File: src/common/sso_defines.svh
// register offsets, field layouts, reset values and timing counts for the status output block
`ifndef SSO_DEFINES_SVH
`define SSO_DEFINES_SVH

`define SSO_OFF_MODE 12'h000
`define SSO_OFF_RELDLY 12'h004
`define SSO_OFF_ENGDLY 12'h008
`define SSO_OFF_CTRL 12'h00C
`define SSO_OFF_STATUS 12'h010
`define SSO_OFF_FAULTS 12'h014

// mode register: fault digit [1:0], brake digit [3:2], ready digit [5:4], servo-on digit [7:6]
`define SSO_MODE_FAULT_LSB 0
`define SSO_MODE_BRAKE_LSB 2
`define SSO_MODE_READY_LSB 4
`define SSO_MODE_SON_LSB 6
`define SSO_MODE_RESET 8'hFF

`define SSO_DIG_ACT_CLOSED 2'h1
`define SSO_DIG_ACT_OPEN 2'h2
`define SSO_DIG_OFF 2'h3

`define SSO_NUM_FAULTS 11

`define SSO_CLK_MHZ 250
// hold-up time after main power loss, in milliseconds
`define SSO_HOLDUP_MS 1000
`define SSO_HOLDUP_CYC (`SSO_HOLDUP_MS * 1000 * `SSO_CLK_MHZ + 1)

`define SSO_DLY_RESET 32'h0000_0000

`define SSO_RESP_OKAY 2'h0
`define SSO_RESP_SLVERR 2'h2

`endif

File: src/common/sso_pkg.sv
// types for the status output block
package sso_pkg;
   typedef enum logic [1:0] {
      SSO_BRK_HOLD,
      SSO_BRK_RELEASING,
      SSO_BRK_FREE,
      SSO_BRK_ENGAGING
   } sso_brake_state_t;

   typedef struct packed {
      logic fault_indication_output;
      logic brake_control_output;
      logic ready_indication_output;
      logic servo_on_indication_output;
   } sso_outs_t;

   // fault sources, bit order as in the fault status register
   typedef struct packed {
      logic bad_hall;
      logic over_velocity;
      logic over_current;
      logic logic_error;
      logic safe_torque_off;
      logic internal_voltage;
      logic low_voltage;
      logic over_voltage;
      logic over_temperature;
      logic encoder_error;
      logic position_error;
   } sso_faults_t;
endpackage

File: src/rtl/sso_status_out.sv
// status output logic: fault, brake, ready and servo-on outputs behind an AXI4-Lite slave
//
// Implementation choices: the placing of the registers and register access over AXI4-Lite.
`include "sso_defines.svh"
`timescale 1ns/10ps
`default_nettype none
module sso_status_out (
   // clock and reset
   input wire logic aclk,
   input wire logic aresetn,
   // axi4-lite write address and data
   input wire logic [11:0] s_axi_awaddr,
   input wire logic s_axi_awvalid,
   output logic s_axi_awready,
   input wire logic [31:0] s_axi_wdata,
   input wire logic [3:0] s_axi_wstrb,
   input wire logic s_axi_wvalid,
   output logic s_axi_wready,
   output logic [1:0] s_axi_bresp,
   output logic s_axi_bvalid,
   input wire logic s_axi_bready,
   // axi4-lite read
   input wire logic [11:0] s_axi_araddr,
   input wire logic s_axi_arvalid,
   output logic s_axi_arready,
   output logic [31:0] s_axi_rdata,
   output logic [1:0] s_axi_rresp,
   output logic s_axi_rvalid,
   input wire logic s_axi_rready,
   // drive condition
   input wire sso_pkg::sso_faults_t fault_in,
   input wire logic main_power_ok,
   input wire logic motor_moving,
   // outputs: 1 = contact closed
   output logic drive_enable,
   output sso_pkg::sso_outs_t outs
);

   // ----------------------------------------------------------------
   // functions
   // ----------------------------------------------------------------
   // contact level from a polarity digit: 1 closes on active, 2 opens on active
   function automatic logic contact(input logic [1:0] dig, input logic active, input logic gp);
      logic r;
      r = gp;
      if (dig == `SSO_DIG_ACT_CLOSED) begin
         r = active;
      end else if (dig == `SSO_DIG_ACT_OPEN) begin
         r = ~active;
      end
      return r;
   endfunction

   function automatic logic [31:0] wmerge(input logic [31:0] old, input logic [31:0] d,
                                          input logic [3:0] strb);
      logic [31:0] r;
      r = old;
      for (int i = 0; i < 4; i++) begin
         if (strb[i]) begin
            r[i*8 +: 8] = d[i*8 +: 8];
         end
      end
      return r;
   endfunction

   // ----------------------------------------------------------------
   // registers
   // ----------------------------------------------------------------
   logic [7:0] mode_reg;
   logic [31:0] reldly_reg;
   logic [31:0] engdly_reg;
   logic [1:0] ctrl_reg;
   logic [3:0] gp_reg;
   logic [10:0] fault_latch_reg;
   logic lv_warn_reg;
   logic aw_held_reg, w_held_reg;
   logic [11:0] awaddr_reg;
   logic [31:0] wdata_reg;
   logic [3:0] wstrb_reg;
   logic servo_on_reg;
   logic ready_reg;
   logic [31:0] holdup_reg;
   logic [31:0] brk_cnt_reg;
   sso_pkg::sso_brake_state_t brk_state_reg, brk_state_next;
   logic [31:0] brk_cnt_next;

   // ----------------------------------------------------------------
   // decode
   // ----------------------------------------------------------------
   wire logic [1:0] dig_fault = mode_reg[`SSO_MODE_FAULT_LSB +: 2];
   wire logic [1:0] dig_brake = mode_reg[`SSO_MODE_BRAKE_LSB +: 2];
   wire logic [1:0] dig_ready = mode_reg[`SSO_MODE_READY_LSB +: 2];
   wire logic [1:0] dig_son = mode_reg[`SSO_MODE_SON_LSB +: 2];
   wire logic [10:0] fault_vec = fault_in;
   // power loss during servo-on adds low voltage, and position error if moving
   wire logic pwr_loss_son = servo_on_reg & ~main_power_ok;
   wire logic [10:0] fault_eff = fault_vec | {6'h00, pwr_loss_son, 3'h0,
                                              pwr_loss_son & motor_moving};
   wire logic [31:0] mode_merged = wmerge({24'h000000, mode_reg}, wdata_reg, wstrb_reg);
   wire logic any_fault = |fault_eff | (|fault_latch_reg);
   wire logic warning = any_fault | lv_warn_reg;
   wire logic son_req = ctrl_reg[0] & ~any_fault & main_power_ok;
   wire logic do_write = aw_held_reg & w_held_reg & ~s_axi_bvalid;
   wire logic [11:0] rd_addr = s_axi_araddr;
   wire logic rd_take = s_axi_arvalid & s_axi_arready;
   wire logic ready_cond = main_power_ok & ~any_fault;
   wire logic holdup_run = (holdup_reg != 32'h0);
   wire logic [31:0] holdup_dec = holdup_reg - 32'h1;
   wire logic brake_engaged = (brk_state_reg == sso_pkg::SSO_BRK_HOLD) |
                              (brk_state_reg == sso_pkg::SSO_BRK_RELEASING);
   wire logic map_w = (awaddr_reg == `SSO_OFF_MODE) | (awaddr_reg == `SSO_OFF_RELDLY) |
                      (awaddr_reg == `SSO_OFF_ENGDLY) | (awaddr_reg == `SSO_OFF_CTRL);
   logic [31:0] rd_mux;
   logic rd_ok;
   always_comb begin
      rd_ok = 1'b1;
      unique case (rd_addr)
         `SSO_OFF_MODE: rd_mux = {24'h000000, mode_reg};
         `SSO_OFF_RELDLY: rd_mux = reldly_reg;
         `SSO_OFF_ENGDLY: rd_mux = engdly_reg;
         `SSO_OFF_CTRL: rd_mux = {26'h0000000, gp_reg, ctrl_reg};
         `SSO_OFF_STATUS: rd_mux = {24'h000000, lv_warn_reg, ready_reg, servo_on_reg,
                                    brake_engaged, outs};
         `SSO_OFF_FAULTS: rd_mux = {21'h000000, fault_latch_reg};
         default: begin
            rd_mux = 32'h0000_0000;
            rd_ok = 1'b0;
         end
      endcase
   end

   // ----------------------------------------------------------------
   // axi4-lite slave: write answers one cycle after both halves held
   // ----------------------------------------------------------------
   always_ff @(posedge aclk) begin
      if (!aresetn) begin
         aw_held_reg <= 1'b0;
         w_held_reg <= 1'b0;
         s_axi_awready <= 1'b1;
         s_axi_wready <= 1'b1;
         awaddr_reg <= 12'h000;
         wdata_reg <= 32'h0000_0000;
         wstrb_reg <= 4'h0;
         s_axi_bvalid <= 1'b0;
         s_axi_bresp <= `SSO_RESP_OKAY;
      end else begin
         if (s_axi_awvalid & s_axi_awready) begin
            aw_held_reg <= 1'b1;
            s_axi_awready <= 1'b0;
            awaddr_reg <= {s_axi_awaddr[11:2], 2'b00};
         end
         if (s_axi_wvalid & s_axi_wready) begin
            w_held_reg <= 1'b1;
            s_axi_wready <= 1'b0;
            wdata_reg <= s_axi_wdata;
            wstrb_reg <= s_axi_wstrb;
         end
         if (do_write) begin
            aw_held_reg <= 1'b0;
            w_held_reg <= 1'b0;
            s_axi_awready <= 1'b1;
            s_axi_wready <= 1'b1;
            s_axi_bvalid <= 1'b1;
            s_axi_bresp <= map_w ? `SSO_RESP_OKAY : `SSO_RESP_SLVERR;
         end else if (s_axi_bready) begin
            s_axi_bvalid <= 1'b0;
         end
      end
   end

   always_ff @(posedge aclk) begin
      if (!aresetn) begin
         s_axi_rvalid <= 1'b0;
         s_axi_arready <= 1'b1;
         s_axi_rdata <= 32'h0000_0000;
         s_axi_rresp <= `SSO_RESP_OKAY;
      end else if (rd_take) begin
         s_axi_rvalid <= 1'b1;
         s_axi_arready <= 1'b0;
         s_axi_rdata <= rd_mux;
         s_axi_rresp <= rd_ok ? `SSO_RESP_OKAY : `SSO_RESP_SLVERR;
      end else if (s_axi_rready) begin
         s_axi_rvalid <= 1'b0;
         s_axi_arready <= 1'b1;
      end
   end

   // configuration: new settings act from the next edge
   always_ff @(posedge aclk) begin
      if (!aresetn) begin
         mode_reg <= `SSO_MODE_RESET;
         reldly_reg <= `SSO_DLY_RESET;
         engdly_reg <= `SSO_DLY_RESET;
         ctrl_reg <= 2'h0;
         gp_reg <= 4'h0;
      end else if (do_write) begin
         if (awaddr_reg == `SSO_OFF_MODE) begin
            mode_reg <= mode_merged[7:0];
         end
         if (awaddr_reg == `SSO_OFF_RELDLY) begin
            reldly_reg <= wmerge(reldly_reg, wdata_reg, wstrb_reg);
         end
         if (awaddr_reg == `SSO_OFF_ENGDLY) begin
            engdly_reg <= wmerge(engdly_reg, wdata_reg, wstrb_reg);
         end
         if (awaddr_reg == `SSO_OFF_CTRL & wstrb_reg[0]) begin
            ctrl_reg <= wdata_reg[1:0];
            gp_reg <= wdata_reg[5:2];
         end
      end
   end

   // ----------------------------------------------------------------
   // fault latch and drive state
   // ----------------------------------------------------------------
   // latched faults clear by writing ctrl bit1; a fault present that cycle wins
   always_ff @(posedge aclk) begin
      if (!aresetn) begin
         fault_latch_reg <= 11'h000;
         servo_on_reg <= 1'b0;
         lv_warn_reg <= 1'b0;
      end else begin
         fault_latch_reg <= (ctrl_reg[1] ? 11'h000 : fault_latch_reg) | fault_eff;
         servo_on_reg <= son_req;
         lv_warn_reg <= ~main_power_ok;
      end
   end

   // with power present any fault drops ready at once; after loss of power it falls when the hold-up count runs out or a fault input appears
   always_ff @(posedge aclk) begin
      if (!aresetn) begin
         holdup_reg <= 32'h0;
         ready_reg <= 1'b0;
      end else if (ready_cond) begin
         holdup_reg <= 32'(`SSO_HOLDUP_CYC);
         ready_reg <= 1'b1;
      end else if (~main_power_ok & ~(|fault_vec) & ready_reg & holdup_run) begin
         holdup_reg <= holdup_dec;
      end else begin
         holdup_reg <= 32'h0;
         ready_reg <= 1'b0;
      end
   end

   // ----------------------------------------------------------------
   // brake sequencing
   // ----------------------------------------------------------------
   always_comb begin
      brk_state_next = brk_state_reg;
      brk_cnt_next = brk_cnt_reg;
      unique case (brk_state_reg)
         sso_pkg::SSO_BRK_HOLD: begin
            if (son_req) begin
               brk_state_next = sso_pkg::SSO_BRK_RELEASING;
               brk_cnt_next = reldly_reg;
            end
         end
         sso_pkg::SSO_BRK_RELEASING: begin
            if (!son_req) begin
               brk_state_next = sso_pkg::SSO_BRK_HOLD;
            end else if (brk_cnt_reg == 32'h0) begin
               brk_state_next = sso_pkg::SSO_BRK_FREE;
            end else begin
               brk_cnt_next = brk_cnt_reg - 32'h1;
            end
         end
         sso_pkg::SSO_BRK_FREE: begin
            if (!son_req) begin
               brk_state_next = sso_pkg::SSO_BRK_ENGAGING;
               brk_cnt_next = engdly_reg;
            end
         end
         sso_pkg::SSO_BRK_ENGAGING: begin
            // hold only once the drive has been off for the engage delay
            // a new enable cancels the engage so the brake never closes on a driven shaft
            if (son_req) begin
               brk_state_next = sso_pkg::SSO_BRK_FREE;
            end else if (brk_cnt_reg == 32'h0) begin
               brk_state_next = sso_pkg::SSO_BRK_HOLD;
            end else begin
               brk_cnt_next = brk_cnt_reg - 32'h1;
            end
         end
      endcase
   end

   always_ff @(posedge aclk) begin
      if (!aresetn) begin
         brk_state_reg <= sso_pkg::SSO_BRK_HOLD;
         brk_cnt_reg <= 32'h0;
      end else begin
         brk_state_reg <= brk_state_next;
         brk_cnt_reg <= brk_cnt_next;
      end
   end

   // ----------------------------------------------------------------
   // outputs
   // ----------------------------------------------------------------
   always_ff @(posedge aclk) begin
      if (!aresetn) begin
         drive_enable <= 1'b0;
         outs <= '0;
      end else begin
         drive_enable <= son_req;
         // digit 2 closes without warning; 3 keeps the line open
         outs.fault_indication_output <= (dig_fault == `SSO_DIG_OFF) ? 1'b0 :
                                         contact(dig_fault, warning, 1'b0);
         // digit 1 here opens the contact to engage the brake
         outs.brake_control_output <= (dig_brake == `SSO_DIG_OFF) ? gp_reg[1] :
                                      contact(~dig_brake, brake_engaged, 1'b0);
         outs.ready_indication_output <= contact(~dig_ready, ~ready_reg, gp_reg[2]);
         outs.servo_on_indication_output <= contact(dig_son, servo_on_reg, gp_reg[3]);
      end
   end

   // ----------------------------------------------------------------
   // checks
   // ----------------------------------------------------------------
   chk_fault_disables: assert property (@(posedge aclk) disable iff (!aresetn)
      (|fault_vec) |=> !drive_enable) else $error("drive stays enabled on fault");
   chk_fault_latched: assert property (@(posedge aclk) disable iff (!aresetn)
      (|fault_vec) |=> (fault_latch_reg != 11'h000)) else $error("fault not latched");
   chk_fault_mode2: assert property (@(posedge aclk) disable iff (!aresetn)
      (dig_fault == 2'h2 && warning) |=> !outs.fault_indication_output)
      else $error("fault output closed under warning");
   chk_fault_mode1: assert property (@(posedge aclk) disable iff (!aresetn)
      (dig_fault == 2'h1 && warning) |=> outs.fault_indication_output)
      else $error("fault output open under warning");
   chk_fault_off: assert property (@(posedge aclk) disable iff (!aresetn)
      (dig_fault == 2'h3) |=> !outs.fault_indication_output)
      else $error("disabled fault output active");
   chk_brake_hold: assert property (@(posedge aclk) disable iff (!aresetn)
      (brk_state_reg == sso_pkg::SSO_BRK_HOLD && $past(brk_state_reg) ==
       sso_pkg::SSO_BRK_ENGAGING) |-> !drive_enable)
      else $error("brake engaged on running drive");
   chk_brake_gp: assert property (@(posedge aclk) disable iff (!aresetn)
      (dig_brake == 2'h3) |=> outs.brake_control_output == $past(gp_reg[1]))
      else $error("brake gp level wrong");
   chk_brake_contact: assert property (@(posedge aclk) disable iff (!aresetn)
      (dig_brake == 2'h2) |=> outs.brake_control_output == $past(brake_engaged))
      else $error("brake contact level wrong");
   chk_ready_nopower: assert property (@(posedge aclk) disable iff (!aresetn)
      (!main_power_ok && !ready_reg) |=> !ready_reg && lv_warn_reg)
      else $error("ready without power");
   chk_ready_mode1: assert property (@(posedge aclk) disable iff (!aresetn)
      (dig_ready == 2'h1) |=> outs.ready_indication_output == $past(ready_reg))
      else $error("ready output wrong");
   chk_ready_holdup: assert property (@(posedge aclk) disable iff (!aresetn)
      (ready_reg && !main_power_ok && !(|fault_vec) && holdup_run) |=> ready_reg)
      else $error("ready dropped during hold-up");
   chk_son_mode1: assert property (@(posedge aclk) disable iff (!aresetn)
      (dig_son == 2'h1) |=> outs.servo_on_indication_output == $past(servo_on_reg))
      else $error("servo-on output wrong");
   cov_fault: cover property (@(posedge aclk) disable iff (!aresetn)
      drive_enable ##1 (|fault_vec) ##1 !drive_enable);
   cov_brake_free: cover property (@(posedge aclk) disable iff (!aresetn)
      brk_state_reg == sso_pkg::SSO_BRK_FREE);
   cov_holdup: cover property (@(posedge aclk) disable iff (!aresetn)
      ready_reg && !main_power_ok);
endmodule
`default_nettype wire

File: config.mk
export PLATFORM = sky130hd
export DESIGN_NAME = sso_status_out
export DESIGN_NICKNAME = d
export VERILOG_FILES = /design/src/common/sso_pkg.sv /design/src/rtl/sso_status_out.sv
export VERILOG_INCLUDE_DIRS = /design/src /design/src/common
export SDC_FILE = /design/constraint.sdc
export NUM_CORES = 1
export LEC_CHECK = 0
export ABC_AREA = 1
export ABC_CLOCK_PERIOD_IN_PS = 5900
export BUFFER_PORTS_ARGS = -buffer_cell sky130_fd_sc_hd__clkbuf_2
export CORE_MARGIN = 2
export CORE_UTILIZATION = 25
export CTS_CLUSTER_SIZE = 8
export DETAILED_ROUTE_END_ITERATION = 16
export PLACE_DENSITY = 0.39
export SETUP_SLACK_MARGIN = 0.15
export SYNTH_ARGS = -nofsm -noshare
export SYNTH_HDL_FRONTEND = slang
export SYNTH_SLANG_ARGS = --single-unit
File: constraint.sdc
create_clock -name aclk -period 5.9 [get_ports aclk]
set_input_delay 1.18 -clock aclk [delete_from_list [all_inputs] [get_ports aclk]]
set_output_delay 1.18 -clock aclk [all_outputs]
set_load 0.01 [all_outputs]
==> results.yml <==
clock_tree:
  tritoncts: "done"
  number_of_buffers_created_by_cts: 37
  cts.clk_slew.worst_paths_ps: 50
  ctsResizeCount: 0
  clkLatencyLatePin_ps: 560
  cts-root-to-sink-buffers: 3
  cts-htree-levels: 2
  clock_sink_count: 249
  cts.root.buffer_cell: "clkbuf_16"
  post_cts.repair.setup_buffers: 0
  cts.hold.buffers_added: 0
layout:
  antenna_fix_cells: 0
  num-fill-cells: 5018
  area.growth.synth_to_final_pct: 18.9
  postLayoutCoreUtil: 0.302
  design_area_um2: 13800
  layout-drive-gt1-share: 0.109
  design.final.nets: 1930
sta:
  clock_skew_ps: 21.2
  tightestPinTransition_ps: 1180
  maxSlewViolCount: 0
  rsz0062_at_grt: "no"
  fin_setup_tns_ps: 0
  setup_viol: 0
  relSlewSlack: 0.212
  period_share: 0.537
  period_minus_slack_ps: 3170
  timing.final.hold_violations: 0
  fmax_ghz: 0.316
synth:
  ys_seq_area_frac: 0.430
  mappedNetlistArea_um2: 11600
  synth_top_area_cell: "dfxtp_1"
  syn_inst: 1745
  async_flop_share: 0
  netlist_top_cells_count: "nand2_1, nor2_1, dfxtp_1"
  yosys_most_used_dff: "dfxtp_1"
  yosys_register_bits: 249
  avgSynthCellArea_um2: 6.64
  synth_top_cells_by_area: "dfxtp_1, nand2_1, nor2_1, inv_1, o21ai_0"
  synth_cell_types: 40
  synth.most_common_cell: "nand2_1"
  synth_warnings: 0
  yosys.area.top_type_share: 0.430
  synth-edff-count: 0
die:
  num_ports: 126
  die_height_um: 219
  design.die.area_um2: 48100
  die-width_um: 219
  floorplan.core_area_um2: 45600
  number_of_cell_rows: 78
  initial_core_util: 0.254
flow_run:
  maxCapViolCount: 0
grt:
  grt_use_total: 0.167
  number_of_global_route_vias_before_repair: 11000
  grt_first_pass_wirelength_mm: 62.3
  grt_start_max_net_pins: 67
  globalRouteOverflowTotal: 0
  number_of_antenna_violations_at_the_first_check_in_global_routing: 1
routing:
  wirelength_mm: 39.5
  routed_wire_length_per_instance_um: 16.1
  dr_total_vias: 11200
  ant_nets: 0
  vias_per_cell: 4.55
  drc_errors: 0
  dr.pass1.iters: 7
  detailedRoute.firstIterationViolations: 609
setup_path:
  cp.arrival_ps: 3630
  critPathMaxStageDelay_ps: 620
  cell_type_group_with_the_largest_total_delay_on_the_critical_path: "simple AND/OR/NAND/NOR gates"
  worstSetupStartpointType: "input port"
  timing.critical_path.slowest_stage_cell: "inv_1"
  critical_path_required_ps: 6370
  crit_path_max_fanout: 22
  timing.critical_path.cells: "clkbuf_2 -> nor2_1 -> nand3_1 -> nor3_1 -> inv_1 -> o22ai_1 -> nand2_1 -> a21oi_1"
  timing.setup.critical_path_class: "input port to register"
  timing.critical_path.buf_inv: 2
  sort_of_element_at_the_end_of_the_critical_path: "register"
power:
  power_density_nw_per_um2: 286
  total_leakage_power_nw: 6.27
  ir_drop_mv: 0.185
outcome:
  outcome: "finished clean"
place:
  buffer_ports.inserted: 121
  placed_cell_area_um2: 12700
  gp_congestion: 0.814
  hpwl_mm: 27.6
min_path:
  hold_path.class: "register to register"
cell usage in the layout, fill, tap and decap left out, types with 2 or more instances in the layout:
master | Yosys | layout
a21oi_1 | 148 | 148
a31oi_1 | 3 | 3
and2_1 | 2 | 2
buf_4 | 8 | 12
clkbuf_16 | 0 | 38
clkbuf_2 | 0 | 120
clkbuf_8 | 0 | 3
clkinv_1 | 2 | 2
conb_1 | 1 | 2
dfxtp_1 | 249 | 249
ha_1 | 3 | 3
inv_1 | 224 | 224
inv_2 | 10 | 10
nand2_1 | 356 | 356
nand3_1 | 91 | 91
nand3_2 | 3 | 3
nand3b_1 | 5 | 5
nand4_1 | 21 | 21
nor2_1 | 296 | 295
nor2_2 | 1 | 2
nor2_4 | 2 | 2
nor3_1 | 21 | 21
o211ai_1 | 11 | 11
o21ai_0 | 155 | 155
o221ai_1 | 7 | 7
o22ai_1 | 41 | 41
or2_2 | 5 | 5
xnor2_1 | 2 | 2
xor2_1 | 4 | 4
per-stage QoR:
| step | hold WS (ps) | instances | setup slack (ps) | power, mW |
|---|---|---|---|---|
| after floorplan | 429 | 1746 | 3420 | 1.90 |
| after global placement | 439 | 2408 | 2180 | 2.00 |
| after detailed placement | 446 | 2408 | 2170 | 2.00 |
| after CTS | 454 | 2452 | 2750 | 4.01 |
| after global routing | 473 | 2452 | 2570 | 4.10 |
| final | 452 | 2452 | 2730 | 3.93 |
final timing paths:
path	slack, ps	from	end	cells past startpoint
worst min-delay path	450	wstrb_reg[1]$_SDFFE_PN0P_	wstrb_reg[1]$_SDFFE_PN0P_	2
worst max-delay path	2730	s_axi_araddr[1]	s_axi_rdata[11]$_SDFFE_PN0P_	8
worst max register to register	3120	brk_state_reg[0]$_SDFFE_PN0P_	brk_cnt_reg[18]$_SDFFE_PN0P_	8
worst min register to register	450	wstrb_reg[1]$_SDFFE_PN0P_	wstrb_reg[1]$_SDFFE_PN0P_	2
cell families (layout without fill, tap and decap cells):
group                      after synthesis  after routing  share of synthesized area
AOI/OAI and AO/OA                      371            371                      0.171
xor gates and xnor gates                 6              6                    0.00454
adders and majority gates                3              3                    0.00324
buffers and inverters                  306            412                      0.102
DFF                                    249            249                      0.430
other                                    1              2                   0.000324
and+or+nand+nor                        809            809                      0.288
routing by layer:
metal,GRT usage,vias to the layer above,wire length (um)
met2,0.265,177,17300
met1,0.230,5116,19800
met4,0.0552,2,945
li1,-,5807,-
met3,0.0280,58,1450
met5,0,-,13
area by class of cell:
type,count,area [um^2],share of cell area
inverter,236,886,0.0643
timing repair buffer,132,691,0.0501
clock inverter,2,36.3,0.00263
sequential,249,4980,0.362
clock buffer,42,996,0.0723
tap,600,751,0.0545
multi-input combinational,1191,5430,0.394
worst reg2reg max path: stages (launching register included):
cell      delay (ps)
dfxtp_1          310
buf_4            350
clkinv_1         470
nand2_1          480
clkinv_1         550
nand2_1          210
nand3_1           90
nor2_1           120
nor2_1            80
where the power goes:
group          leakage [nW]  total (mW)  switching, mW  internal, mW
Combinational          3.74       0.196          0.130        0.0657
Clock                 0.508        1.97          0.792          1.18
Sequential             2.02        1.77         0.0381          1.73
Total                  6.27        3.93          0.960          2.97
(Power assumes the default switching activity.)
